===== src/logic/lane_cfg_pkg.sv =====
package lane_cfg_pkg;

    // Register byte addresses (printed offsets are indices; byte address = 4x)
    localparam logic [11:0] IDX_EXTRA_A    = 12'h20a;
    localparam logic [11:0] IDX_EXTRA_B    = 12'h20b;
    localparam logic [11:0] IDX_SH_MODE    = 12'h20f;
    localparam logic [11:0] IDX_LINK_CTRL  = 12'h220;
    localparam logic [11:0] IDX_LANE_STAT  = 12'h221;
    localparam logic [11:0] IDX_SH_STAT    = 12'h222;
    localparam logic [13:0] ADDR_EXTRA_A   = {IDX_EXTRA_A, 2'b00};
    localparam logic [13:0] ADDR_EXTRA_B   = {IDX_EXTRA_B, 2'b00};
    localparam logic [13:0] ADDR_SH_MODE   = {IDX_SH_MODE, 2'b00};
    localparam logic [13:0] ADDR_LINK_CTRL = {IDX_LINK_CTRL, 2'b00};
    localparam logic [13:0] ADDR_LANE_STAT = {IDX_LANE_STAT, 2'b00};
    localparam logic [13:0] ADDR_SH_STAT   = {IDX_SH_STAT, 2'b00};

    // Field layout
    localparam int          SER_BIT        = 0;
    localparam int          LANE_LSB       = 1;
    localparam int          LANE_MSB       = 7;
    localparam int          LANES          = 8;
    localparam logic [7:0]  RESET_BYTE     = 8'h00;
    localparam int          LINK_EN_BIT    = 0;
    localparam int          PD_A_BIT       = 1;
    localparam int          PD_B_BIT       = 2;
    localparam int          MODE_66_BIT    = 3;

    // Test pattern codes
    localparam logic [3:0]  TP_NONE        = 4'h0;
    localparam logic [3:0]  TP_RAMP        = 4'h4;
    localparam logic [3:0]  TP_ALT         = 4'h5;

    typedef enum logic [1:0] {
        SH_CRC12 = 2'b00,
        SH_RSV1  = 2'b01,
        SH_FEC   = 2'b10,
        SH_RSV3  = 2'b11
    } sh_mode_t;

    typedef enum logic [1:0] {
        SHO_NONE  = 2'b00,
        SHO_CRC12 = 2'b01,
        SHO_FEC   = 2'b10
    } sh_out_t;

    localparam logic [31:0] CMD_IDLE       = 32'h0000_0000;

endpackage


===== src/logic/cfg_word_if.sv =====
`timescale 1ns/100ps
interface cfg_word_if;
    logic        valid;
    logic        ready;
    logic [31:0] data;
    modport src (output valid, output data, input ready);
    modport dst (input valid, input data, output ready);
endinterface


===== src/logic/lane_apb_slave.sv =====
`timescale 1ns/100ps
module lane_apb_slave
    import lane_cfg_pkg::*;
(
    // Clock and reset
    input  wire logic        pclk,
    input  wire logic        presetn,
    // APB
    input  wire logic        psel,
    input  wire logic        penable,
    input  wire logic        pwrite,
    input  wire logic [15:0] paddr,
    input  wire logic [31:0] pwdata,
    input  wire logic [3:0]  pstrb,
    output logic      [31:0] prdata,
    output logic             pready,
    output logic             pslverr,
    // Register side
    output logic      [7:0]  extra_a,
    output logic      [7:0]  extra_b,
    output logic      [7:0]  sh_mode,
    output logic      [7:0]  link_ctrl,
    input  wire logic [31:0] stat_lane,
    input  wire logic [31:0] stat_sh
);
    logic [7:0]  extra_a_q;
    logic [7:0]  extra_b_q;
    logic [7:0]  sh_mode_q;
    logic [7:0]  link_ctrl_q;
    logic [31:0] prdata_q;
    logic        slverr_q;

    wire  [13:0] word_addr = paddr[15:2];
    wire         hit_a     = word_addr == {2'h0, IDX_EXTRA_A};
    wire         hit_b     = word_addr == {2'h0, IDX_EXTRA_B};
    wire         hit_sh    = word_addr == {2'h0, IDX_SH_MODE};
    wire         hit_ctl   = word_addr == {2'h0, IDX_LINK_CTRL};
    wire         hit_ls    = word_addr == {2'h0, IDX_LANE_STAT};
    wire         hit_ss    = word_addr == {2'h0, IDX_SH_STAT};
    wire         mapped    = hit_a | hit_b | hit_sh | hit_ctl | hit_ls | hit_ss;
    wire         setup     = psel & ~penable;
    wire         wr_go     = psel & penable & pwrite & mapped & pstrb[0];
    wire         bad       = ~mapped | (pwrite & (hit_ls | hit_ss));
    wire  [31:0] rd_mux    = hit_a   ? {24'h0, extra_a_q}   :
                             hit_b   ? {24'h0, extra_b_q}   :
                             hit_sh  ? {24'h0, sh_mode_q}   :
                             hit_ctl ? {24'h0, link_ctrl_q} :
                             hit_ls  ? stat_lane            :
                             hit_ss  ? stat_sh : 32'h0;

    // Answer in the cycle after setup; one access cycle
    assign pready    = psel & penable;
    assign prdata    = prdata_q;
    assign pslverr   = slverr_q & psel & penable;
    assign extra_a   = extra_a_q;
    assign extra_b   = extra_b_q;
    assign sh_mode   = sh_mode_q;
    assign link_ctrl = link_ctrl_q;

    always_ff @(posedge pclk or negedge presetn) begin
        if (!presetn) begin
            extra_a_q   <= RESET_BYTE;
            extra_b_q   <= RESET_BYTE;
            sh_mode_q   <= RESET_BYTE;
            link_ctrl_q <= RESET_BYTE;
            prdata_q    <= 32'h0;
            slverr_q    <= 1'b0;
        end else begin
            if (setup) begin
                prdata_q <= pwrite ? 32'h0 : rd_mux;
                slverr_q <= bad;
            end
            if (wr_go && hit_a) extra_a_q <= pwdata[7:0];
            if (wr_go && hit_b) extra_b_q <= pwdata[7:0];
            if (wr_go && hit_sh) sh_mode_q <= pwdata[7:0];
            if (wr_go && hit_ctl) link_ctrl_q <= pwdata[7:0];
        end
    end
endmodule


===== src/logic/word_buf2.sv =====
`timescale 1ns/100ps
module word_buf2 #(
    parameter int DEPTH = 2
) (
    // Clock and reset
    input  wire logic pclk,
    input  wire logic presetn,
    // Ports
    cfg_word_if.dst   up,
    cfg_word_if.src   dn
);
    if (DEPTH != 2) begin : g_depth_check
        $error("word_buf2 supports depth 2 only");
    end

    logic [31:0] mem_q [DEPTH];
    logic        wp_q;
    logic        rp_q;
    logic [1:0]  cnt_q;

    wire push = up.valid & up.ready;
    wire pop  = dn.valid & dn.ready;

    assign up.ready = cnt_q != 2'd2;
    assign dn.valid = cnt_q != 2'd0;
    assign dn.data  = mem_q[rp_q];

    always_ff @(posedge pclk or negedge presetn) begin
        if (!presetn) begin
            wp_q     <= 1'b0;
            rp_q     <= 1'b0;
            cnt_q    <= 2'd0;
            mem_q[0] <= 32'h0;
            mem_q[1] <= 32'h0;
        end else begin
            if (push) mem_q[wp_q] <= up.data;
            if (push) wp_q <= ~wp_q;
            if (pop) rp_q <= ~rp_q;
            cnt_q <= cnt_q + {1'b0, push} - {1'b0, pop};
        end
    end
endmodule


===== src/logic/lane_cfg_top.sv =====
`timescale 1ns/100ps
module lane_cfg_top
    import lane_cfg_pkg::*;
(
    // Clock and reset
    input  wire logic        pclk,
    input  wire logic        presetn,
    // APB
    input  wire logic        psel,
    input  wire logic        penable,
    input  wire logic        pwrite,
    input  wire logic [15:0] paddr,
    input  wire logic [31:0] pwdata,
    input  wire logic [3:0]  pstrb,
    output logic      [31:0] prdata,
    output logic             pready,
    output logic             pslverr,
    // Link mode inputs
    input  wire logic [7:0]  mode_lanes_a,
    input  wire logic [7:0]  mode_lanes_b,
    input  wire logic [3:0]  test_pattern_select,
    // Lane controls
    output logic      [7:0]  lane_clk_en_a,
    output logic      [7:0]  lane_clk_en_b,
    output logic      [7:0]  lane_ser_en_a,
    output logic      [7:0]  lane_ser_en_b,
    output logic      [7:0]  lane_ramp_a,
    output logic      [7:0]  lane_ramp_b,
    output logic      [3:0]  lane_test_sel,
    output logic      [1:0]  sh_content,
    // Sync-header command stream and live-write flag
    output logic             cmd_valid,
    input  wire logic        cmd_ready,
    output logic      [31:0] cmd_word,
    output logic             write_while_live
);
    logic [7:0] extra_a;
    logic [7:0] extra_b;
    logic [7:0] sh_mode;
    logic [7:0] link_ctrl;
    logic [7:0] clk_a_q;
    logic [7:0] clk_b_q;
    logic [7:0] ser_a_q;
    logic [7:0] ser_b_q;
    logic [7:0] ramp_a_q;
    logic [7:0] ramp_b_q;
    logic [3:0] test_q;
    logic [1:0] shc_q;
    logic       wlive_q;

    cfg_word_if cmd_in ();
    cfg_word_if cmd_out ();

    lane_apb_slave u_apb (
        .pclk      (pclk),
        .presetn   (presetn),
        .psel      (psel),
        .penable   (penable),
        .pwrite    (pwrite),
        .paddr     (paddr),
        .pwdata    (pwdata),
        .pstrb     (pstrb),
        .prdata    (prdata),
        .pready    (pready),
        .pslverr   (pslverr),
        .extra_a   (extra_a),
        .extra_b   (extra_b),
        .sh_mode   (sh_mode),
        .link_ctrl (link_ctrl),
        .stat_lane ({ser_b_q, ser_a_q, clk_b_q, clk_a_q}),
        .stat_sh   ({23'h0, wlive_q, 2'b00, shc_q, test_q})
    );

    // Contiguous-from-zero mask
    function automatic logic [7:0] contig(input logic [7:0] en);
        logic [7:0] m;
        m    = 8'h00;
        m[0] = en[0];
        for (int i = 1; i < LANES; i++) begin
            m[i] = m[i-1] & en[i];
        end
        return m;
    endfunction

    // Lane enable computation per link
    function automatic logic [7:0] lanes_on(input logic [7:0] mode,
                                            input logic [7:0] xtra,
                                            input logic       pd);
        logic [7:0] req;
        req = mode | {xtra[LANE_MSB:LANE_LSB], 1'b0};
        return pd ? 8'h00 : req;
    endfunction

    wire       link_en = link_ctrl[LINK_EN_BIT];
    wire       pd_a    = link_ctrl[PD_A_BIT];
    wire       pd_b    = link_ctrl[PD_B_BIT];
    wire       m66     = link_ctrl[MODE_66_BIT];
    wire [7:0] on_a    = lanes_on(mode_lanes_a, extra_a, pd_a);
    wire [7:0] on_b    = lanes_on(mode_lanes_b, extra_b, pd_b);
    wire [7:0] only_a  = on_a & ~mode_lanes_a;
    wire [7:0] only_b  = on_b & ~mode_lanes_b;
    wire [7:0] sera_d  = contig(on_a) & (mode_lanes_a |
                         (extra_a[SER_BIT] ? only_a : 8'h00));
    wire [7:0] serb_d  = contig(on_b) & (mode_lanes_b |
                         (extra_b[SER_BIT] ? only_b : 8'h00));
    wire       ramp_tp = test_pattern_select == TP_NONE ||
                         test_pattern_select == TP_ALT;
    wire [7:0] rampa_d = ramp_tp ? only_a : 8'h00;
    wire [7:0] rampb_d = ramp_tp ? only_b : 8'h00;
    wire [1:0] shc_d   = !m66 ? SHO_NONE :
                         sh_mode[1:0] == SH_CRC12 ? SHO_CRC12 :
                         sh_mode[1:0] == SH_FEC ? SHO_FEC : SHO_NONE;
    wire       cfg_wr  = psel & penable & pwrite & pstrb[0] &
                         (paddr[15:2] == {2'h0, IDX_EXTRA_A} ||
                          paddr[15:2] == {2'h0, IDX_EXTRA_B} ||
                          paddr[15:2] == {2'h0, IDX_SH_MODE});

    // Idle command words into the two-entry buffer
    assign cmd_in.valid = link_en & m66;
    assign cmd_in.data  = CMD_IDLE;

    word_buf2 #(
        .DEPTH (2)
    ) u_buf (
        .pclk    (pclk),
        .presetn (presetn),
        .up      (cmd_in.dst),
        .dn      (cmd_out.src)
    );

    assign cmd_valid       = cmd_out.valid;
    assign cmd_word        = cmd_out.data;
    assign cmd_out.ready   = cmd_ready;
    assign lane_clk_en_a   = clk_a_q;
    assign lane_clk_en_b   = clk_b_q;
    assign lane_ser_en_a   = ser_a_q;
    assign lane_ser_en_b   = ser_b_q;
    assign lane_ramp_a     = ramp_a_q;
    assign lane_ramp_b     = ramp_b_q;
    assign lane_test_sel   = test_q;
    assign sh_content      = shc_q;
    assign write_while_live = wlive_q;

    always_ff @(posedge pclk or negedge presetn) begin
        if (!presetn) begin
            clk_a_q  <= RESET_BYTE;
            clk_b_q  <= RESET_BYTE;
            ser_a_q  <= RESET_BYTE;
            ser_b_q  <= RESET_BYTE;
            ramp_a_q <= RESET_BYTE;
            ramp_b_q <= RESET_BYTE;
            test_q   <= TP_NONE;
            shc_q    <= SHO_NONE;
        end else begin
            clk_a_q  <= on_a;
            clk_b_q  <= on_b;
            ser_a_q  <= sera_d;
            ser_b_q  <= serb_d;
            ramp_a_q <= rampa_d;
            ramp_b_q <= rampb_d;
            test_q   <= test_pattern_select;
            shc_q    <= shc_d;
        end
    end

    // Sticky flag for extra_a, extra_b or sh_mode writes made while the link runs
    always_ff @(posedge pclk or negedge presetn) begin
        if (!presetn) begin
            wlive_q <= 1'b0;
        end else if (cfg_wr && link_en) begin
            wlive_q <= 1'b1;
        end
    end
endmodule


===== config.mk =====
export PLATFORM = sky130hd
export DESIGN_NAME = lane_cfg_top
export DESIGN_NICKNAME = d
export VERILOG_FILES = /design/src/logic/lane_cfg_pkg.sv /design/src/logic/cfg_word_if.sv /design/src/logic/lane_apb_slave.sv /design/src/logic/word_buf2.sv /design/src/logic/lane_cfg_top.sv
export SDC_FILE = /design/constraint.sdc
export NUM_CORES = 1
export LEC_CHECK = 0
export ABC_AREA = 1
export ABC_CLOCK_PERIOD_IN_PS = 2300
export BUFFER_PORTS_ARGS = -buffer_cell sky130_fd_sc_hd__buf_2
export CELL_PAD_IN_SITES_DETAIL_PLACEMENT = 0
export CELL_PAD_IN_SITES_GLOBAL_PLACEMENT = 2
export CORE_MARGIN = 2
export CORE_UTILIZATION = 31
export DETAILED_ROUTE_END_ITERATION = 10
export GPL_TIMING_DRIVEN = 0
export PLACE_DENSITY_LB_ADDON = 0.1
export REMOVE_ABC_BUFFERS = 1
export SYNTH_ARGS = -nofsm -noshare
export SYNTH_HDL_FRONTEND = slang
export SYNTH_SLANG_ARGS = --single-unit
export TNS_END_PERCENT = 5

===== constraint.sdc =====
create_clock -name pclk -period 2.3 [get_ports pclk]
set_clock_uncertainty 0.2 [all_clocks]
set_input_delay 0.115 -clock pclk [delete_from_list [all_inputs] [get_ports pclk]]
set_output_delay 0.115 -clock pclk [all_outputs]
set_load 0.01 [all_outputs]

# Word-level counts from Yosys, hierarchy flattened
# Index checks and enable logic that the tools add are counted.
# op_classes
add_sub_neg	2
n_lt_le_gt_ge	3
n_eq_ne	9
n_mux	21
n_bitwise	52
reduce_logical	12
# op_table
operator	count
two-way mux 32 bit	10
== test 14 x 10 -> 1 bit (second input constant)	6
bitwise AND 64 bit	1
inverter 64 bit	1
two-way mux 8 bit	6
bitwise AND 8 bit	4
demux 32 bit (select 1 bit)	1
bitwise OR 8 bit	4
bitwise AND 1 bit	27
inverter 8 bit	2
two-way mux 9 bit	1
bitwise OR 1 bit	7
logical AND 1 bit	6
two-way mux 2 bit	3
== test 4 x 3 -> 1 bit (second input constant)	1
>= comparator 2 bit (second input constant)	2
zero test 4 bit	1
inverter 1 bit	4
inverter 1 -> 2 bit	2
logical OR 1 bit	3
adder 2 x 1 -> 2 bit	1
== test 2 bit (second input constant)	1
zero test 2 bit	1
less-than comparator 2 x 1 -> 1 bit (second input constant)	1
3 further kinds	3
# word_totals
ff_bits	188
out_inout_bits	122

# Logic depth before layout (Yosys ltp)
# depth
word_depth	10
mapped_depth	11

# By module
# Synthesis repeated with hierarchy kept, for this count alone.
# unflattened
cells_unflattened	1128
area_unflattened_um2	9069.9
# modules_own_cells
module	n_inst	cells_each	area_each_um2	seq_area_each_um2
lane_apb_slave	1	538	3836.2	1626.6
word_buf2	1	418	3235.6	1701.6
lane_cfg_top	1	172	1998.2	1376.3

# Worst setup path before layout
# OpenSTA, ideal clock, no wires.
# synth_path
path_type	reg2reg
from	register u_buf.cnt_q[1]
to	register u_buf.cnt_q[1]
setup_time_ns	0.129
arrival_ns	1.409
required_time_ns	1.971
slack_ns	0.562
path_stages_with_launch	10
synth_period_minus_slack_ns	1.738
path_cell_list	dfrtp_1 -> inv_1 -> nand2_1 -> nand2_1 -> inv_1 -> ha_1 -> inv_1 -> ha_1 -> xnor2_1 -> xor2_1
# synth_between
elab_cells_between_ends	6
cone_classes	2 x add/sub; 1 x eq/ne; 2 x bitwise; 1 x reduce/logical
# synth_lines
item	line	rtl
start: declaration	word_buf2.sv:19	logic [1:0] cnt_q;
start signal: assignment	word_buf2.sv:39	cnt_q <= cnt_q + {1'b0, push} - {1'b0, pop};
nonzero test 2 bit	word_buf2.sv:25	assign dn.valid = cnt_q != 2'd0;
via cmd_valid	lane_cfg_top.sv:32	output logic cmd_valid,
bitwise AND 1 bit	word_buf2.sv:22	wire pop = dn.valid & dn.ready;
via u_buf.pop	word_buf2.sv:22	
subtractor 2 x 1 -> 2 bit	word_buf2.sv:39	
# The timed path passes the listed nets, and every way through them passes these cells.
# A chain may end at the register's enable or synchronous reset.

# Final worst setup path
# layout_path
from	input port paddr[15]
to	register u_apb.extra_a_q[1], in the netlist u_apb.extra_a[1]
# layout_between
elab_chain_cells	9
elab_cells_between_ends	14
cone_classes	6 x eq/ne; 7 x bitwise; 1 x reduce/logical
# layout_lines
item	line	rtl
start: declaration	lane_cfg_top.sv:12	input wire logic [15:0] paddr,
== test 14 x 10 -> 1 bit, on equally long branches	lane_apb_slave.sv:34, lane_apb_slave.sv:35	
bitwise OR 1 bit (5 in a row)	lane_apb_slave.sv:40	wire mapped = hit_a | hit_b | hit_sh | hit_ctl | hit_ls | hit_ss;
bitwise AND 1 bit (2 in a row)	lane_apb_slave.sv:42	wire wr_go = psel & penable & pwrite & mapped & pstrb[0];
logical AND 1 bit (*)	lane_apb_slave.sv:73	if (wr_go && hit_a) extra_a_q <= pwdata[7:0];
end signal: assignment	lane_apb_slave.sv:73	
end: declaration	lane_apb_slave.sv:26	logic [7:0] extra_a_q;
# Every way passes the cells marked *; elsewhere a longest branch is shown, timed or not.

==> flow_metrics.py <==
metrics = {
    "outcome": {
        "status": "complete, no violations",
    },
    "route": {
        "wl_um": 23600,
        "antenna_left": 0,
        "dr.pass1.iters": 4,
        "via_count": 6429,
        "drtIter0Drc": 301,
        "avgViaCountPerCell": 4.46,
        "drc": 0,
        "routedWlPerCell_um": 16.3,
    },
    "cells_and_area": {
        "layout_commonest_cell": "dfrtp_1",
        "mostFrequentLayoutCells": "dfrtp_1, nand2_1, buf_2",
        "utilization": 0.403,
        "stdcell_count": 1442,
        "diodes": 0,
        "syn2layout_area_growth_pct": 27.7,
        "drive_gt1_frac": 0.215,
        "fin_nets": 1179,
        "fillers": 2643,
    },
    "critical_path": {
        "reg2reg_depth": 5,
        "startpoint_type": "primary input",
        "cp.arrival_ns": 2.16,
        "crit_type": "primary input to flip-flop",
        "critPathBufInv": 1,
        "crit_cells": 9,
        "cp_top_family": "simple AND/OR/NAND/NOR gates",
        "worstPathCellList": "buf_2 > nor2_1 > nand2_1 > nor2_4 > nand3_2 > nand3_4 > nand3_2 > nand2_1 > nand2_1",
        "cp.required_ns": 2.41,
        "cp_slowest_cell": "nor2_4",
        "path_max_fanout": 28,
        "endpoint_kind": "flip-flop",
        "cpMostUsedCell": "nand2_1",
        "cp_slowest_stage_delay_ns": 0.41,
    },
    "yosys": {
        "yosysWarnings": 0,
        "netlist_area_um2": 7950,
        "ys_seq_elements": 188,
        "avgSynthCellArea_um2": 8.80,
        "syn-instance-count": 903,
        "synth_cell_types": 36,
        "synth_flop_cell": "dfrtp_1",
        "synth_area_leader_cell": "dfrtp_1",
        "synth_top_area_share": 0.592,
        "synth-async-reset-ratio": 1.00,
        "yosysSeqAreaShare": 0.592,
        "synth_edf_count": 0,
        "synth.area.top_cells": "dfrtp_1, nand2_1, inv_1, nor2_1, nand4_1",
    },
    "pwr": {
        "swShare": 0.301,
        "power.share.clock": 0.410,
        "seq_power_share": 0.460,
        "p_sw_w": 0.00223,
        "design_power_total_w": 0.00741,
        "cellLeakagePower_nw": 5.29,
        "p_int_w": 0.00518,
        "combPwrFrac": 0.130,
        "ir_worst_vdd_uv": 507,
        "powerDensity_nw_per_um2": 730,
    },
    "global_routing": {
        "overflow": 0,
        "grt_pass1_wl_um": 37100,
        "grt_max_degree": 116,
        "antenna_found_initial": 0,
        "track_usage": 0.181,
        "grt_pass1_vias": 6442,
    },
    "clock_tree": {
        "h-tree-depth": 4,
        "clock_latency_ns": 0.43,
        "numCtsBuffers": 17,
        "cts.sinks": 188,
        "clock_path_buffers": 2,
        "root_buffer": "clkbuf_16",
        "post-cts-setup-buffer-count": 0,
        "cts_tree": "built",
        "clk_pin_slew_ns": 0.08,
    },
    "sta": {
        "hold_violations": 0,
        "layout_setup_ws_ns": 0.249,
        "final_max_slew_viol_count": 0,
        "rsz0062_at_grt": "no",
        "maxSlewHeadroom": 0.249,
        "fmax_mhz": 488,
        "worstMarginPinSlew_ns": 1.13,
        "setup_viol": 0,
        "finalCritPeriodShare": 0.892,
        "min_period_ns": 2.05,
    },
    "die": {
        "io_pins": 200,
        "start_util": 0.316,
        "std_cell_rows": 58,
        "coreArea_um2": 25200,
        "die_x_um": 164,
        "dieArea_um2": 26900,
        "die_y_um": 164,
    },
    "placed_design": {
        "dpl.cell_count": 1371,
        "post-place-ws_ns": -0.741,
        "portBuffers": 170,
        "place.gp.congestion": 0.767,
        "dp_hpwl_um": 16100,
    },
    "flow_run": {
        "cap_violations": 0,
    },
    "hold_path": {
        "worstHoldPathType": "primary input to asynchronous set/reset pin",
    },
}
-- registers in the layout (all words and copies together) (netlist names), 2 cells and up --
register / flops
lane_clk_en_a: 8
lane_clk_en_b: 8
lane_ramp_a: 8
lane_ramp_b: 8
lane_ser_en_a: 8
lane_ser_en_b: 8
lane_test_sel: 4
sh_content: 2
u_apb.extra_a: 8
u_apb.extra_b: 8
u_apb.link_ctrl: 8
u_apb.prdata: 32
u_apb.sh_mode: 8
u_buf.cnt_q: 2
u_buf.mem_q: 64
-- final cells by class --
cell class | instances | area, um^2 | share of cell area
clock inverter | 14 | 173 | 0.0170
inverter | 146 | 548 | 0.0540
sequential | 188 | 4710 | 0.464
tap | 330 | 413 | 0.0407
clock buffer | 18 | 429 | 0.0423
timing repair buffer | 210 | 1320 | 0.130
multi-input combinational | 536 | 2560 | 0.253
-- worst register-to-register path: stages, from the launching register on --
cell and delay (ns):
dfrtp_1 0.38, inv_1 0.09, a211oi_2 0.30, inv_2 0.14, nor2_2 0.71, nor2_1 0.08
-- per-layer routing --
metal  track usage  up-vias  share of wire
met1         0.243     3039           0.45
li1              -     3265              -
met5             0        -              0
met4        0.0431        0          0.011
met3        0.0298       17          0.036
met2         0.307      108           0.50
-- logic make-up after synthesis --
family,after synthesis,share of synthesized area
other,1,0.000472
multiplexers,2,0.00252
flip-flops,188,0.592
adder cells (fa/ha/maj),2,0.00315
AO/OA/AOI/OAI,105,0.0704
XOR/XNOR,4,0.00441
AND/OR/NAND/NOR,418,0.237
buffers and inverters,183,0.0904
-- what timing repair did --
item / CTS / global route
setup endpoints to repair: 32 / 4
pin swaps: 1 / 2
hold endpoints to repair: 159 / 0
hold buffers: 36 / 0
gates cloned: 2 / 1
resized for setup: 0 / 1
-- synth_stat cells, drive strengths merged, types with 2 or more instances --
master	instances
nor3	8
buf	18
inv	145
clkbuf	19
o211a	2
nor4	10
a21oi	12
nand4	57
dfrtp	188
a211oi	2
xnor2	3
nand3	33
o21a	2
nand2	181
o21ai	85
nor2	128
ha	2
mux2i	2
-- path summary, 6_finish.rpt --
check                                   start               end  slack, ns
min in group pclk                    paddr[2]   u_apb.prdata[0]       0.04
hold reg to reg              u_apb.extra_b[6]  u_apb.extra_b[6]       0.27
max in group asynchronous             presetn  u_apb.extra_a[7]       0.85
setup reg to reg           u_apb.link_ctrl[0]   u_buf.mem_q[35]       0.25
setup / recovery                    paddr[15]  u_apb.extra_a[1]       0.25
hold / removal                        presetn   u_buf.mem_q[52]       0.02
-- per-stage QoR --
| stage | cell area (um^2) | hold WS, ns | TNS, ns |
|---|---|---|---|
| 2_1_floorplan | 7780 | -0.381 | 0 |
| 3_3_place_gp | 9040 | 0.0410 | -556.54 |
| 3_5_place_dp | 9170 | -0.0568 | -23.70 |
| 4_1_cts | 10100 | 0.0208 | 0 |
| 5_1_grt | 10100 | 0.0795 | 0 |
| 6_report | 10100 | 0.0191 | 0 |
-- power groups by stage --
stage	clock network (W)	logic [W]	registers, W
final	0.00304	0.000963	0.00340
after global routing	0.00326	0.00110	0.00341
after CTS	0.00313	0.000974	0.00340
after detailed placement	0	0.000918	0.00346
after global placement	0	0.000690	0.00359
after floorplan	0	0.000374	0.00353
(Power assumes the default switching activity.)
